==> config.mk <==
export PLATFORM = sky130hd
export DESIGN_NAME = rsc_strap_loader
export DESIGN_NICKNAME = d
export VERILOG_FILES = /design/src/rtl/rsc_strap_loader.v /design/src/rtl/rsc_clk_probe.v
export VERILOG_INCLUDE_DIRS = /design/src /design/src/rtl
export SDC_FILE = /design/constraint.sdc
export NUM_CORES = 1
export LEC_CHECK = 0
export BUFFER_PORTS_ARGS = -buffer_cell sky130_fd_sc_hd__buf_2
export CAP_MARGIN = 20
export CORE_MARGIN = 2
export CORE_UTILIZATION = 45
export CTS_BUF_LIST = sky130_fd_sc_hd__clkbuf_4 sky130_fd_sc_hd__clkbuf_8 sky130_fd_sc_hd__clkbuf_16
export DETAILED_ROUTE_END_ITERATION = 10
export GPL_ROUTABILITY_DRIVEN = 0
export HOLD_SLACK_MARGIN = 0.1
export PLACE_DENSITY = 0.74
export SLEW_MARGIN = 20
export SYNTH_ARGS = -nofsm -noshare
export SYNTH_HDL_FRONTEND = slang
export SYNTH_HIERARCHICAL = 1
export SYNTH_SLANG_ARGS = --single-unit
==> constraint.sdc <==
create_clock -name mclk -period 5.02 [get_ports mclk]
set_input_delay 0.753 -clock mclk [delete_from_list [all_inputs] [get_ports mclk]]
set_output_delay 0.753 -clock mclk [all_outputs]
set_load 0.03 [all_outputs]
==> src/rtl/rsc_defs.vh <==
// constants for the reset strap and clock source selector
`ifndef RSC_DEFS_VH
`define RSC_DEFS_VH
// host link encodings, {proto_sel_hi, proto_sel_lo_wake}
`define RSC_LINK_I2C       2'h0
`define RSC_LINK_ROBOT     2'h1
`define RSC_LINK_TRANSPORT 2'h2
`define RSC_LINK_SPI       2'h3
// clock source encodings
`define RSC_CLK_NONE       2'h0
`define RSC_CLK_XTAL       2'h1
`define RSC_CLK_EXT        2'h2
`define RSC_CLK_INT        2'h3
// i2c target address upper six bits
`define RSC_I2C_ADDR_HI    6'h25
// pull-down settle time before sampling a clock strap: 200 ns at 10 ns a cycle
`define RSC_SETTLE_CYC     8'h14
`define RSC_SETTLE_W       8
`endif

==> src/rtl/rsc_strap_loader.v <==
// reset-time strap capture, link select and clock source selection
`timescale 1ns/1ps
`include "rsc_defs.vh"
// Operation
// - capture protocol and loader straps at reset, hold until next reset
// - loader strap high: 00 i2c, 01 robot uart, 10 transport uart, 11 spi
// - loader strap low starts bootloader; 01 combination is reserved
// - after reset in spi mode the low select pin becomes a wake input
// - strap a low crystal; a and b high external; a high b low internal
// - pull down strap a, sample it, drop pull-down when it reads high
// - only when strap a is high, pull down and sample strap b
// - drop strap b pull-down when it samples high
// - sources are internal oscillator, external 32.768 kHz clock or crystal
// - host interrupt output is active low
// - outside spi, address pin gives i2c target address bit zero
module rsc_strap_loader (
  input  wire       mclk,
  input  wire       arst_n,
  input  wire       loader_strap_n,
  input  wire       proto_sel_hi,
  input  wire       proto_sel_lo_wake,
  input  wire       addr_lsb_or_spi_in,
  input  wire       clk_src_strap_a,
  input  wire       xtal_out_clk_strap_b,
  input  wire       irq_req,
  output reg        strap_a_pull_en_q,
  output reg        strap_b_pull_en_q,
  output reg        strap_b_in_mode_q,
  output reg  [1:0] link_sel_q,
  output reg        loader_mode_q,
  output reg        link_reserved_q,
  output reg        link_valid_q,
  output reg  [1:0] clk_src_q,
  output reg        clk_valid_q,
  output reg  [6:0] i2c_addr_q,
  output reg        spi_wake_q,
  output reg        host_irq_n
);
  // straps as captured on the first edge after release
  reg        captured_q;
  reg  [1:0] proto_q;
  reg        loader_n_q;
  reg        addr_lsb_q;
  // probe launch requests, one per clock strap
  reg        start_a_q;
  reg        start_b_q;
  reg        start_a_d;
  reg        start_b_d;
  // next values of the link selection
  reg  [1:0] link_sel_d;
  reg        loader_mode_d;
  reg        link_reserved_d;
  reg  [6:0] i2c_addr_d;
  // next values of the clock, wake and interrupt outputs
  reg  [1:0] clk_src_d;
  reg        clk_valid_d;
  reg        spi_wake_d;
  reg        host_irq_n_d;
  // per-strap probe signals: index 0 is strap a, index 1 is strap b
  wire [1:0] probe_start;
  wire [1:0] probe_pin;
  wire [1:0] probe_pull;
  wire [1:0] probe_done;
  wire [1:0] probe_level;
  // named views of the probe results
  wire       pa_pull;
  wire       pa_done;
  wire       pa_level;
  wire       pb_pull;
  wire       pb_done;
  wire       pb_level;
  genvar     g;

  // one-shot capture on the first edge after reset release
  always @(posedge mclk or negedge arst_n) begin
    if (!arst_n) begin
      captured_q <= 1'b0;
      proto_q    <= 2'h0;
      loader_n_q <= 1'b1;
      addr_lsb_q <= 1'b0;
    end else if (!captured_q) begin
      captured_q <= 1'b1;
      proto_q    <= {proto_sel_hi, proto_sel_lo_wake};
      loader_n_q <= loader_strap_n;
      addr_lsb_q <= addr_lsb_or_spi_in;
    end
  end

  // link decode from the captured straps
  always @* begin
    link_sel_d      = proto_q;
    loader_mode_d   = ~loader_n_q;
    // the robot code has no loader counterpart, so it is flagged
    link_reserved_d = ~loader_n_q && (proto_q == `RSC_LINK_ROBOT);
    // spi reuses the address pin as data, so the bit is left clear
    i2c_addr_d      = {`RSC_I2C_ADDR_HI,
                       addr_lsb_q && (proto_q != `RSC_LINK_SPI)};
  end

  // link outputs load once; later strap changes never reach them
  always @(posedge mclk or negedge arst_n) begin
    if (!arst_n) begin
      link_sel_q      <= `RSC_LINK_I2C;
      loader_mode_q   <= 1'b0;
      link_reserved_q <= 1'b0;
      link_valid_q    <= 1'b0;
      i2c_addr_q      <= 7'h00;
    end else if (captured_q && !link_valid_q) begin
      link_sel_q      <= link_sel_d;
      loader_mode_q   <= loader_mode_d;
      link_reserved_q <= link_reserved_d;
      link_valid_q    <= 1'b1;
      i2c_addr_q      <= i2c_addr_d;
    end
  end

  // wake follows the pin only once spi is fixed as the link
  always @* begin
    spi_wake_d   = link_valid_q && (link_sel_q == `RSC_LINK_SPI)
                   && proto_sel_lo_wake;
    // no request reaches the host before a link exists to serve it
    host_irq_n_d = ~(irq_req && link_valid_q);
  end

  // wake registered, so the host sees the pin one cycle late
  always @(posedge mclk or negedge arst_n) begin
    if (!arst_n) begin
      spi_wake_q <= 1'b0;
    end else begin
      spi_wake_q <= spi_wake_d;
    end
  end

  // active-low host interrupt, idle high through reset
  always @(posedge mclk or negedge arst_n) begin
    if (!arst_n) begin
      host_irq_n <= 1'b1;
    end else begin
      host_irq_n <= host_irq_n_d;
    end
  end

  // strap sequencing: probe a first, probe b only if a reads high
  always @* begin
    start_a_d = captured_q && !pa_done;
    start_b_d = pa_done && pa_level && !pb_done;
  end

  // start requests registered to keep the probe launch glitch free
  always @(posedge mclk or negedge arst_n) begin
    if (!arst_n) begin
      start_a_q <= 1'b0;
      start_b_q <= 1'b0;
    end else begin
      start_a_q <= start_a_d;
      start_b_q <= start_b_d;
    end
  end

  // each strap gets its own probe instance; each index owns its pin and pull-down
  assign probe_start = {start_b_q, start_a_q};
  assign probe_pin   = {xtal_out_clk_strap_b, clk_src_strap_a};

  generate
    for (g = 0; g < 2; g = g + 1) begin : g_probe
      rsc_clk_probe u_probe (
        .mclk      (mclk),
        .arst_n    (arst_n),
        .start     (probe_start[g]),
        .strap_in  (probe_pin[g]),
        .pull_en_q (probe_pull[g]),
        .done_q    (probe_done[g]),
        .level_q   (probe_level[g])
      );
    end
  endgenerate

  // strap a results
  assign pa_pull  = probe_pull[0];
  assign pa_done  = probe_done[0];
  assign pa_level = probe_level[0];
  // strap b results
  assign pb_pull  = probe_pull[1];
  assign pb_done  = probe_done[1];
  assign pb_level = probe_level[1];

  // pin control registered again so outputs come from flops
  always @(posedge mclk or negedge arst_n) begin
    if (!arst_n) begin
      strap_a_pull_en_q <= 1'b0;
      strap_b_pull_en_q <= 1'b0;
      strap_b_in_mode_q <= 1'b0;
    end else begin
      strap_a_pull_en_q <= pa_pull;
      strap_b_pull_en_q <= pb_pull;
      // crystal drive on strap b pin is left alone unless strap a is high
      strap_b_in_mode_q <= pa_done && pa_level;
    end
  end

  // clock source decision; keeping the oscillator off uart is the board's concern
  always @* begin
    clk_src_d   = clk_src_q;
    clk_valid_d = clk_valid_q;
    if (!clk_valid_q) begin
      if (pa_done && !pa_level) begin
        clk_src_d   = `RSC_CLK_XTAL;
        clk_valid_d = 1'b1;
      end else if (pb_done) begin
        clk_src_d   = pb_level ? `RSC_CLK_EXT : `RSC_CLK_INT;
        clk_valid_d = 1'b1;
      end
    end
  end

  // the decision holds until the next reset; nothing reopens it
  always @(posedge mclk or negedge arst_n) begin
    if (!arst_n) begin
      clk_src_q   <= `RSC_CLK_NONE;
      clk_valid_q <= 1'b0;
    end else begin
      clk_src_q   <= clk_src_d;
      clk_valid_q <= clk_valid_d;
    end
  end
endmodule

==> src/rtl/rsc_clk_probe.v <==
// clock strap probe: pull-down, wait, sample, release pull-down when high
`timescale 1ns/1ps
`include "rsc_defs.vh"
module rsc_clk_probe #(
  parameter [`RSC_SETTLE_W-1:0] SETTLE = `RSC_SETTLE_CYC
) (
  input  wire mclk,
  input  wire arst_n,
  input  wire start,
  input  wire strap_in,
  output reg  pull_en_q,
  output reg  done_q,
  output reg  level_q
);
  localparam [1:0] ST_IDLE = 2'h0;
  localparam [1:0] ST_WAIT = 2'h1;
  localparam [1:0] ST_DONE = 2'h2;
  reg [1:0]              state_q;
  reg [`RSC_SETTLE_W-1:0] cnt_q;

  // pull-down stays on for a low strap; a high strap would leak through it
  always @(posedge mclk or negedge arst_n) begin
    if (!arst_n) begin
      state_q   <= ST_IDLE;
      cnt_q     <= {`RSC_SETTLE_W{1'b0}};
      pull_en_q <= 1'b0;
      done_q    <= 1'b0;
      level_q   <= 1'b0;
    end else begin
      case (state_q)
        ST_IDLE: begin
          if (start) begin
            pull_en_q <= 1'b1;
            cnt_q     <= SETTLE;
            state_q   <= ST_WAIT;
          end
        end
        ST_WAIT: begin
          if (cnt_q == {`RSC_SETTLE_W{1'b0}}) begin
            level_q   <= strap_in;
            pull_en_q <= ~strap_in;
            done_q    <= 1'b1;
            state_q   <= ST_DONE;
          end else begin
            cnt_q <= cnt_q - {{(`RSC_SETTLE_W-1){1'b0}}, 1'b1};
          end
        end
        ST_DONE: state_q <= ST_DONE;
        default: state_q <= ST_IDLE;
      endcase
    end
  end
endmodule

# After elaboration in Yosys (flattened, before gate mapping)
# Cells that the tools add are included.
# W data, S select, Z words.
# word_totals
reg_bits	48
input_bits	9
output_inout_bits	20
# classes
n_addsub	2
eq_ne	13
n_mux	24
bitwise_logic	5
reduce_logical	30
# op_table
op	n
$mux W8	4
$pmux W8 S2	2
$logic_not A8 Y1	2
$sub A8 B1 Y8 const B	2
$mux W2	6
$pmux W2 S3	2
$reduce_and A3 Y1	4
$logic_and A1 B1 Y1	10
$ne A2 B2 Y1 const B	5
$reduce_and A2 Y1	5
$mux W1	8
$eq A2 B1 Y1 const B	3
$eq A2 B2 Y1 const B	3
$reduce_bool A2 Y1	3
$not A1 Y1	5
$logic_not A1 Y1	4
$logic_not A2 Y1	2
$ne A2 B1 Y1 const B	2
$pmux W1 S2	2

# Longest topological paths before layout
# logic_depth
word_depth	4
mapped_depth	7
depth_no_buf	6

# Cells and area by module
# The synthesis kept the hierarchy.
# by_module_without_submodules
mod	n_inst	cells_per_inst	area_per_inst_um2	seq_area_each_um2
rsc_clk_probe	2	77	773.2	325.3
rsc_strap_loader	1	59	800.8	528.0

# Least setup slack after synthesis
# No wires, ideal clock.
# synth_timing
path_type	register -> register
from	register g_probe[0].u_probe.state_q[1]
to	register g_probe[0].u_probe.level_q
setup_time_ns	0.125
t_arrival_ns	1.752
required_ns	4.895
setup_slack_ns	3.143
stages_incl_launch_ff	7
path_buffers	1
synth_period_minus_slack_ns	1.877
path_cell_list	dfrtp_1 inv_1 ha_1 clkbuf_1 or4bb_1 nor2_1 mux2_2
# synth_via
elab_chain_len	2
# synth_rtl
element	line	text
start, declared	rsc_clk_probe.v:18	reg [1:0] state_q;
start signal, assigned	rsc_clk_probe.v:24	state_q <= ST_IDLE;
start signal, assigned	rsc_clk_probe.v:35	state_q <= ST_WAIT;
start signal, assigned	rsc_clk_probe.v:43	state_q <= ST_DONE;
$eq A2 B1 Y1	rsc_clk_probe.v:30	case (state_q)
$reduce_and A2 Y1 (no line)	--	
end signal, assigned	rsc_clk_probe.v:40	level_q <= strap_in;
end, declared	rsc_clk_probe.v:13	output reg level_q
# No other way between the ends.
# A chain may end at the register's enable or synchronous reset.

# Final worst setup path
# layout_timing
from	register g_probe[0].u_probe.state_q[0]
to	register g_probe[0].u_probe.cnt_q[7]
# layout_via
elab_chain_len	3
word_cells_on_any_way	7
cone_classes	eq/ne: 3; mux: 1; reduce/logical: 3
# layout_rtl
element	line	text
$eq A2 B1 Y1 or $logic_not A2 Y1 (tied branches)	rsc_clk_probe.v:30	
$ne A2 B2 Y1 (no line) or $reduce_bool A2 Y1 (tied branches)	--	
$reduce_and A3 Y1 (no line)	--	
end signal, assigned	rsc_clk_probe.v:25	cnt_q <= {`RSC_SETTLE_W{1'b0}};
end signal, assigned	rsc_clk_probe.v:45	cnt_q <= cnt_q - {{(`RSC_SETTLE_W-1){1'b0}}, 1'b1};
end, declared	rsc_clk_probe.v:19	reg [`RSC_SETTLE_W-1:0] cnt_q;
# Parallel ways exist; a longest one is shown, timed or not.

==> key figures <==
Critical path
  • Crit path kind: flop to flop
  • Worst endpoint required time: around 5.3 ns
  • Beginning of the critical path: g_probe[0].u_probe/state_q[0]$_DFFE_PN0P_
  • Reg-to-reg startpoint: g_probe[0].u_probe/state_q[0]$_DFFE_PN0P_
  • Max FO, Critical Path: 8
  • CP Launch Type: flop
  • Endpoint class of the critical path: flop
  • Critical Path AT: 2.23 ns

Placed design
  • Placed inst area: 2490 um2
  • Post-detail-place hpwl: 2920 um
  • PortBufs: 25
  • Placed insts: 299

Clock tree
  • Clock buffer depth: 2
  • Hold_buf cts: 0
  • CTS tree: yes
  • Max H-tree Level: 2
  • Worst-path clk slew: 0.09 ns
  • Clock latency on the worst-skew pair: 0.31 ns
  • Setup Buffers After CTS: 0
  • CTS Root Cell: clkbuf_8
  • CTS buffer count: 5
  • Resize count post-CTS: 0
  • Clock sinks: 47

Synthesis
  • Post-Synthesis Cells: 213
  • Asr flop ratio synth: 1.00
  • Synth top area share: 0.480
  • Most frequent cell after synthesis: dfrtp_1
  • Multiplexer share of the synthesized area: 0.0959
  • Simple-Gate Fraction of Synth Area: 0.203
  • Cell taking the most area after synthesis: dfrtp_1
  • Ys Warns: 6
  • Top cells by area, synth: dfrtp_1 48%, mux2_2 5.8%, ha_1 4.3%
  • Synth Register Bits: 47
  • Synth top cells by count: 45 x dfrtp_1, 16 x nand2_1, 12 x mux2_2
  • Post-synth EDFFs: 0
  • Synth Area in Compound Gates: 0.0912
  • Largest family of logic cells by synthesized area: simple AND/OR/NAND/NOR gates
  • Post-synthesis xor/xnor area fraction: 0.0149
  • Adder-cell share of the synthesized area: 0.0426
  • Cell variety after synth: 44
  • Synthesized area per cell: 11.0 um2
  • Synthesized cell area: 2350 um2
  • Seq/Total Area, Yosys: 0.502
  • Post-synth top flop: dfrtp_1

Global route
  • Number of global-route vias before repair: 1621
  • Initial antenna violation count: 0
  • Pin count of the biggest net entering global routing: between 40 and 50
  • First-pass GRT wire length: around 7100 um
  • GRT Total Usage: 0.150
  • Total grt overflow: 0

Floorplanning
  • Chip width: 76.2 um
  • Die span in y: 76.2 um
  • Io pins: 29
  • Initial core utilization: 0.463
  • Die ar.: 5810 um2
  • Row cnt: 26
  • Core area: 5070 um2

STA
  • Final hold violation count: 0
  • Final hold slack: 0.418 ns
  • Slew Viols, Final: 0
  • Clock skew: 0.0104 ns
  • Period utilization: 0.397
  • Setup TNS: 0 ns
  • Measured slew at the worst slew-check pin: between 0.5 and 0.6 ns
  • Final Critical Period: 2.00 ns
  • Fmax: 501 MHz
  • Worst rel slew slack: 0.619
  • RSZ-0062 raised after global routing: false
  • Final setup violation count: 0

Outcome
  • Status: finished, final reports clean

Drt
  • DR WL/cell: 13.1 um
  • Top routing layer in use: met4
  • Iteration-0 DRC Markers: 48
  • M1 WL: around 1800 um
  • Vias: 1646
  • Wire length on met3: around 190 um
  • DR vias/cell: 5.36
  • Remaining DRCs: 0
  • DRT Wirelength: 4030 um
  • Number of routed nets with antenna violations: 0
  • WL met2: 1930 um
  • TritonRoute pass-1 iters: 4

Min path
  • HP Start: g_probe[0].u_probe/pull_en_q$_DFFE_PN0P_
  • Worst Hold Class: flop to flop

Cells and area
  • Fin nets: 253
  • Design Area, Final: 2590 um2
  • # diodes: 0
  • Final Non-Filler Cells: 307
  • Share of cells above drive strength 1: 0.283
  • Area Overhead vs Synth: 10.3%

Power and ir drop
  • VDD IR max: between 0.3 and 0.4 mV
  • PD cells: 525 nW/um2
  • Pleak: between 0.001 and 0.0015 uW

Run
  • Max cap viols: 0
critical path, stage by stage, from the launching register on:
cell and delay [ns]:
dfrtp_1 0.40, inv_1 0.07, ha_1 0.32, mux2i_1 0.15, or4_4 0.50, nor4_1 0.27, mux2i_1 0.21
cells by family (layout without fill, tap and decap cells):
| family | count (synthesis) | after routing |
|---|---|---|
| adder cells (fa/ha/maj) | 8 | 8 |
| XOR/XNOR | 4 | 4 |
| buffers and inverters | 21 | 43 |
| other | 2 | 4 |
| multiplexers | 20 | 20 |
| flip-flops | 47 | 47 |
| AND/OR/NAND/NOR | 77 | 77 |
| AO/OA/AOI/OAI | 34 | 34 |
cell usage in the layout (no fill, tap or decap), types with 4 or more instances in the layout:
cell      synthesis  layout
mux2_2           12      12
ha_1              8       8
nand2b_1          5       5
nand2_1          16      16
nand3_1           6       6
inv_1            10      10
a21oi_1           9       9
clkbuf_8          0       5
xor2_1            4       4
nor2_1            9       9
nor4_1            4       4
or4_2             4       4
or2_2             5       5
buf_2             2      24
conb_1            2       4
mux2i_1           6       6
o22ai_1           4       4
nor2b_1           4       4
o211ai_1          4       4
dfrtp_1          45      45
or4_4             4       4
o21ai_0           8       8
worst paths after layout:
kind / depth (start not counted) / to / slack (ns)
setup reg to reg: 6 / g_probe[0].u_probe/cnt_q[7]$_DFFE_PN0P_ / 3.02
setup / recovery: 6 / g_probe[0].u_probe/cnt_q[7]$_DFFE_PN0P_ / 3.02
hold / removal: 0 / strap_a_pull_en_q$_DFF_PN0_ / 0.42
min in group asynchronous: 1 / g_probe[0].u_probe/cnt_q[2]$_DFFE_PN0P_ / 0.43
hold reg to reg: 0 / strap_a_pull_en_q$_DFF_PN0_ / 0.42
max in group asynchronous: 1 / g_probe[0].u_probe/cnt_q[7]$_DFFE_PN0P_ / 4.20
where the power goes:
group / switching, uW / internal (uW)
combinational: 291 / 251
clock: 142 / 102
sequential: 95.4 / 479
cell type report:
cell class                      count  area [um2]
Multi-Input combinational cell    147        1060
Inverter                           10        37.5
Fill cell                         468        2480
Clock inverter                      3        25.0
Tap cell                           70        87.6
Clock buffer                        5        68.8
Sequential cell                    47        1180
Timing Repair Buffer               25         128
through the flow:
| step | setup WS, ns | total power [uW] | utilization |
|---|---|---|---|
| after CTS | 3.03 | 1370 | 0.510 |
| after floorplan | 3.14 | 1000 | - |
| after global routing | 2.89 | 1460 | 0.510 |
| after detailed placement | 3.05 | 1120 | 0.491 |
| final | 3.02 | 1360 | 0.510 |
| after global placement | 3.06 | 1100 | 0.491 |
registers in the layout (all words and copies together) (netlist names), 2 cells and up:
name,count
g_probe.u_probe/pull_en_q,2
g_probe.u_probe/done_q,2
g_probe.u_probe/state_q,4
clk_src_q,2
link_sel_q,2
g_probe.u_probe/level_q,2
g_probe.u_probe/cnt_q,16
link_sel_d,2
per-layer routing:
layer	global-route usage	vias up
met5	0	-
met4	0.0491	0
met3	0.0438	8
met2	0.262	34
met1	0.178	802
li1	-	802
Note: power is estimated with default switching activity, not from simulation.
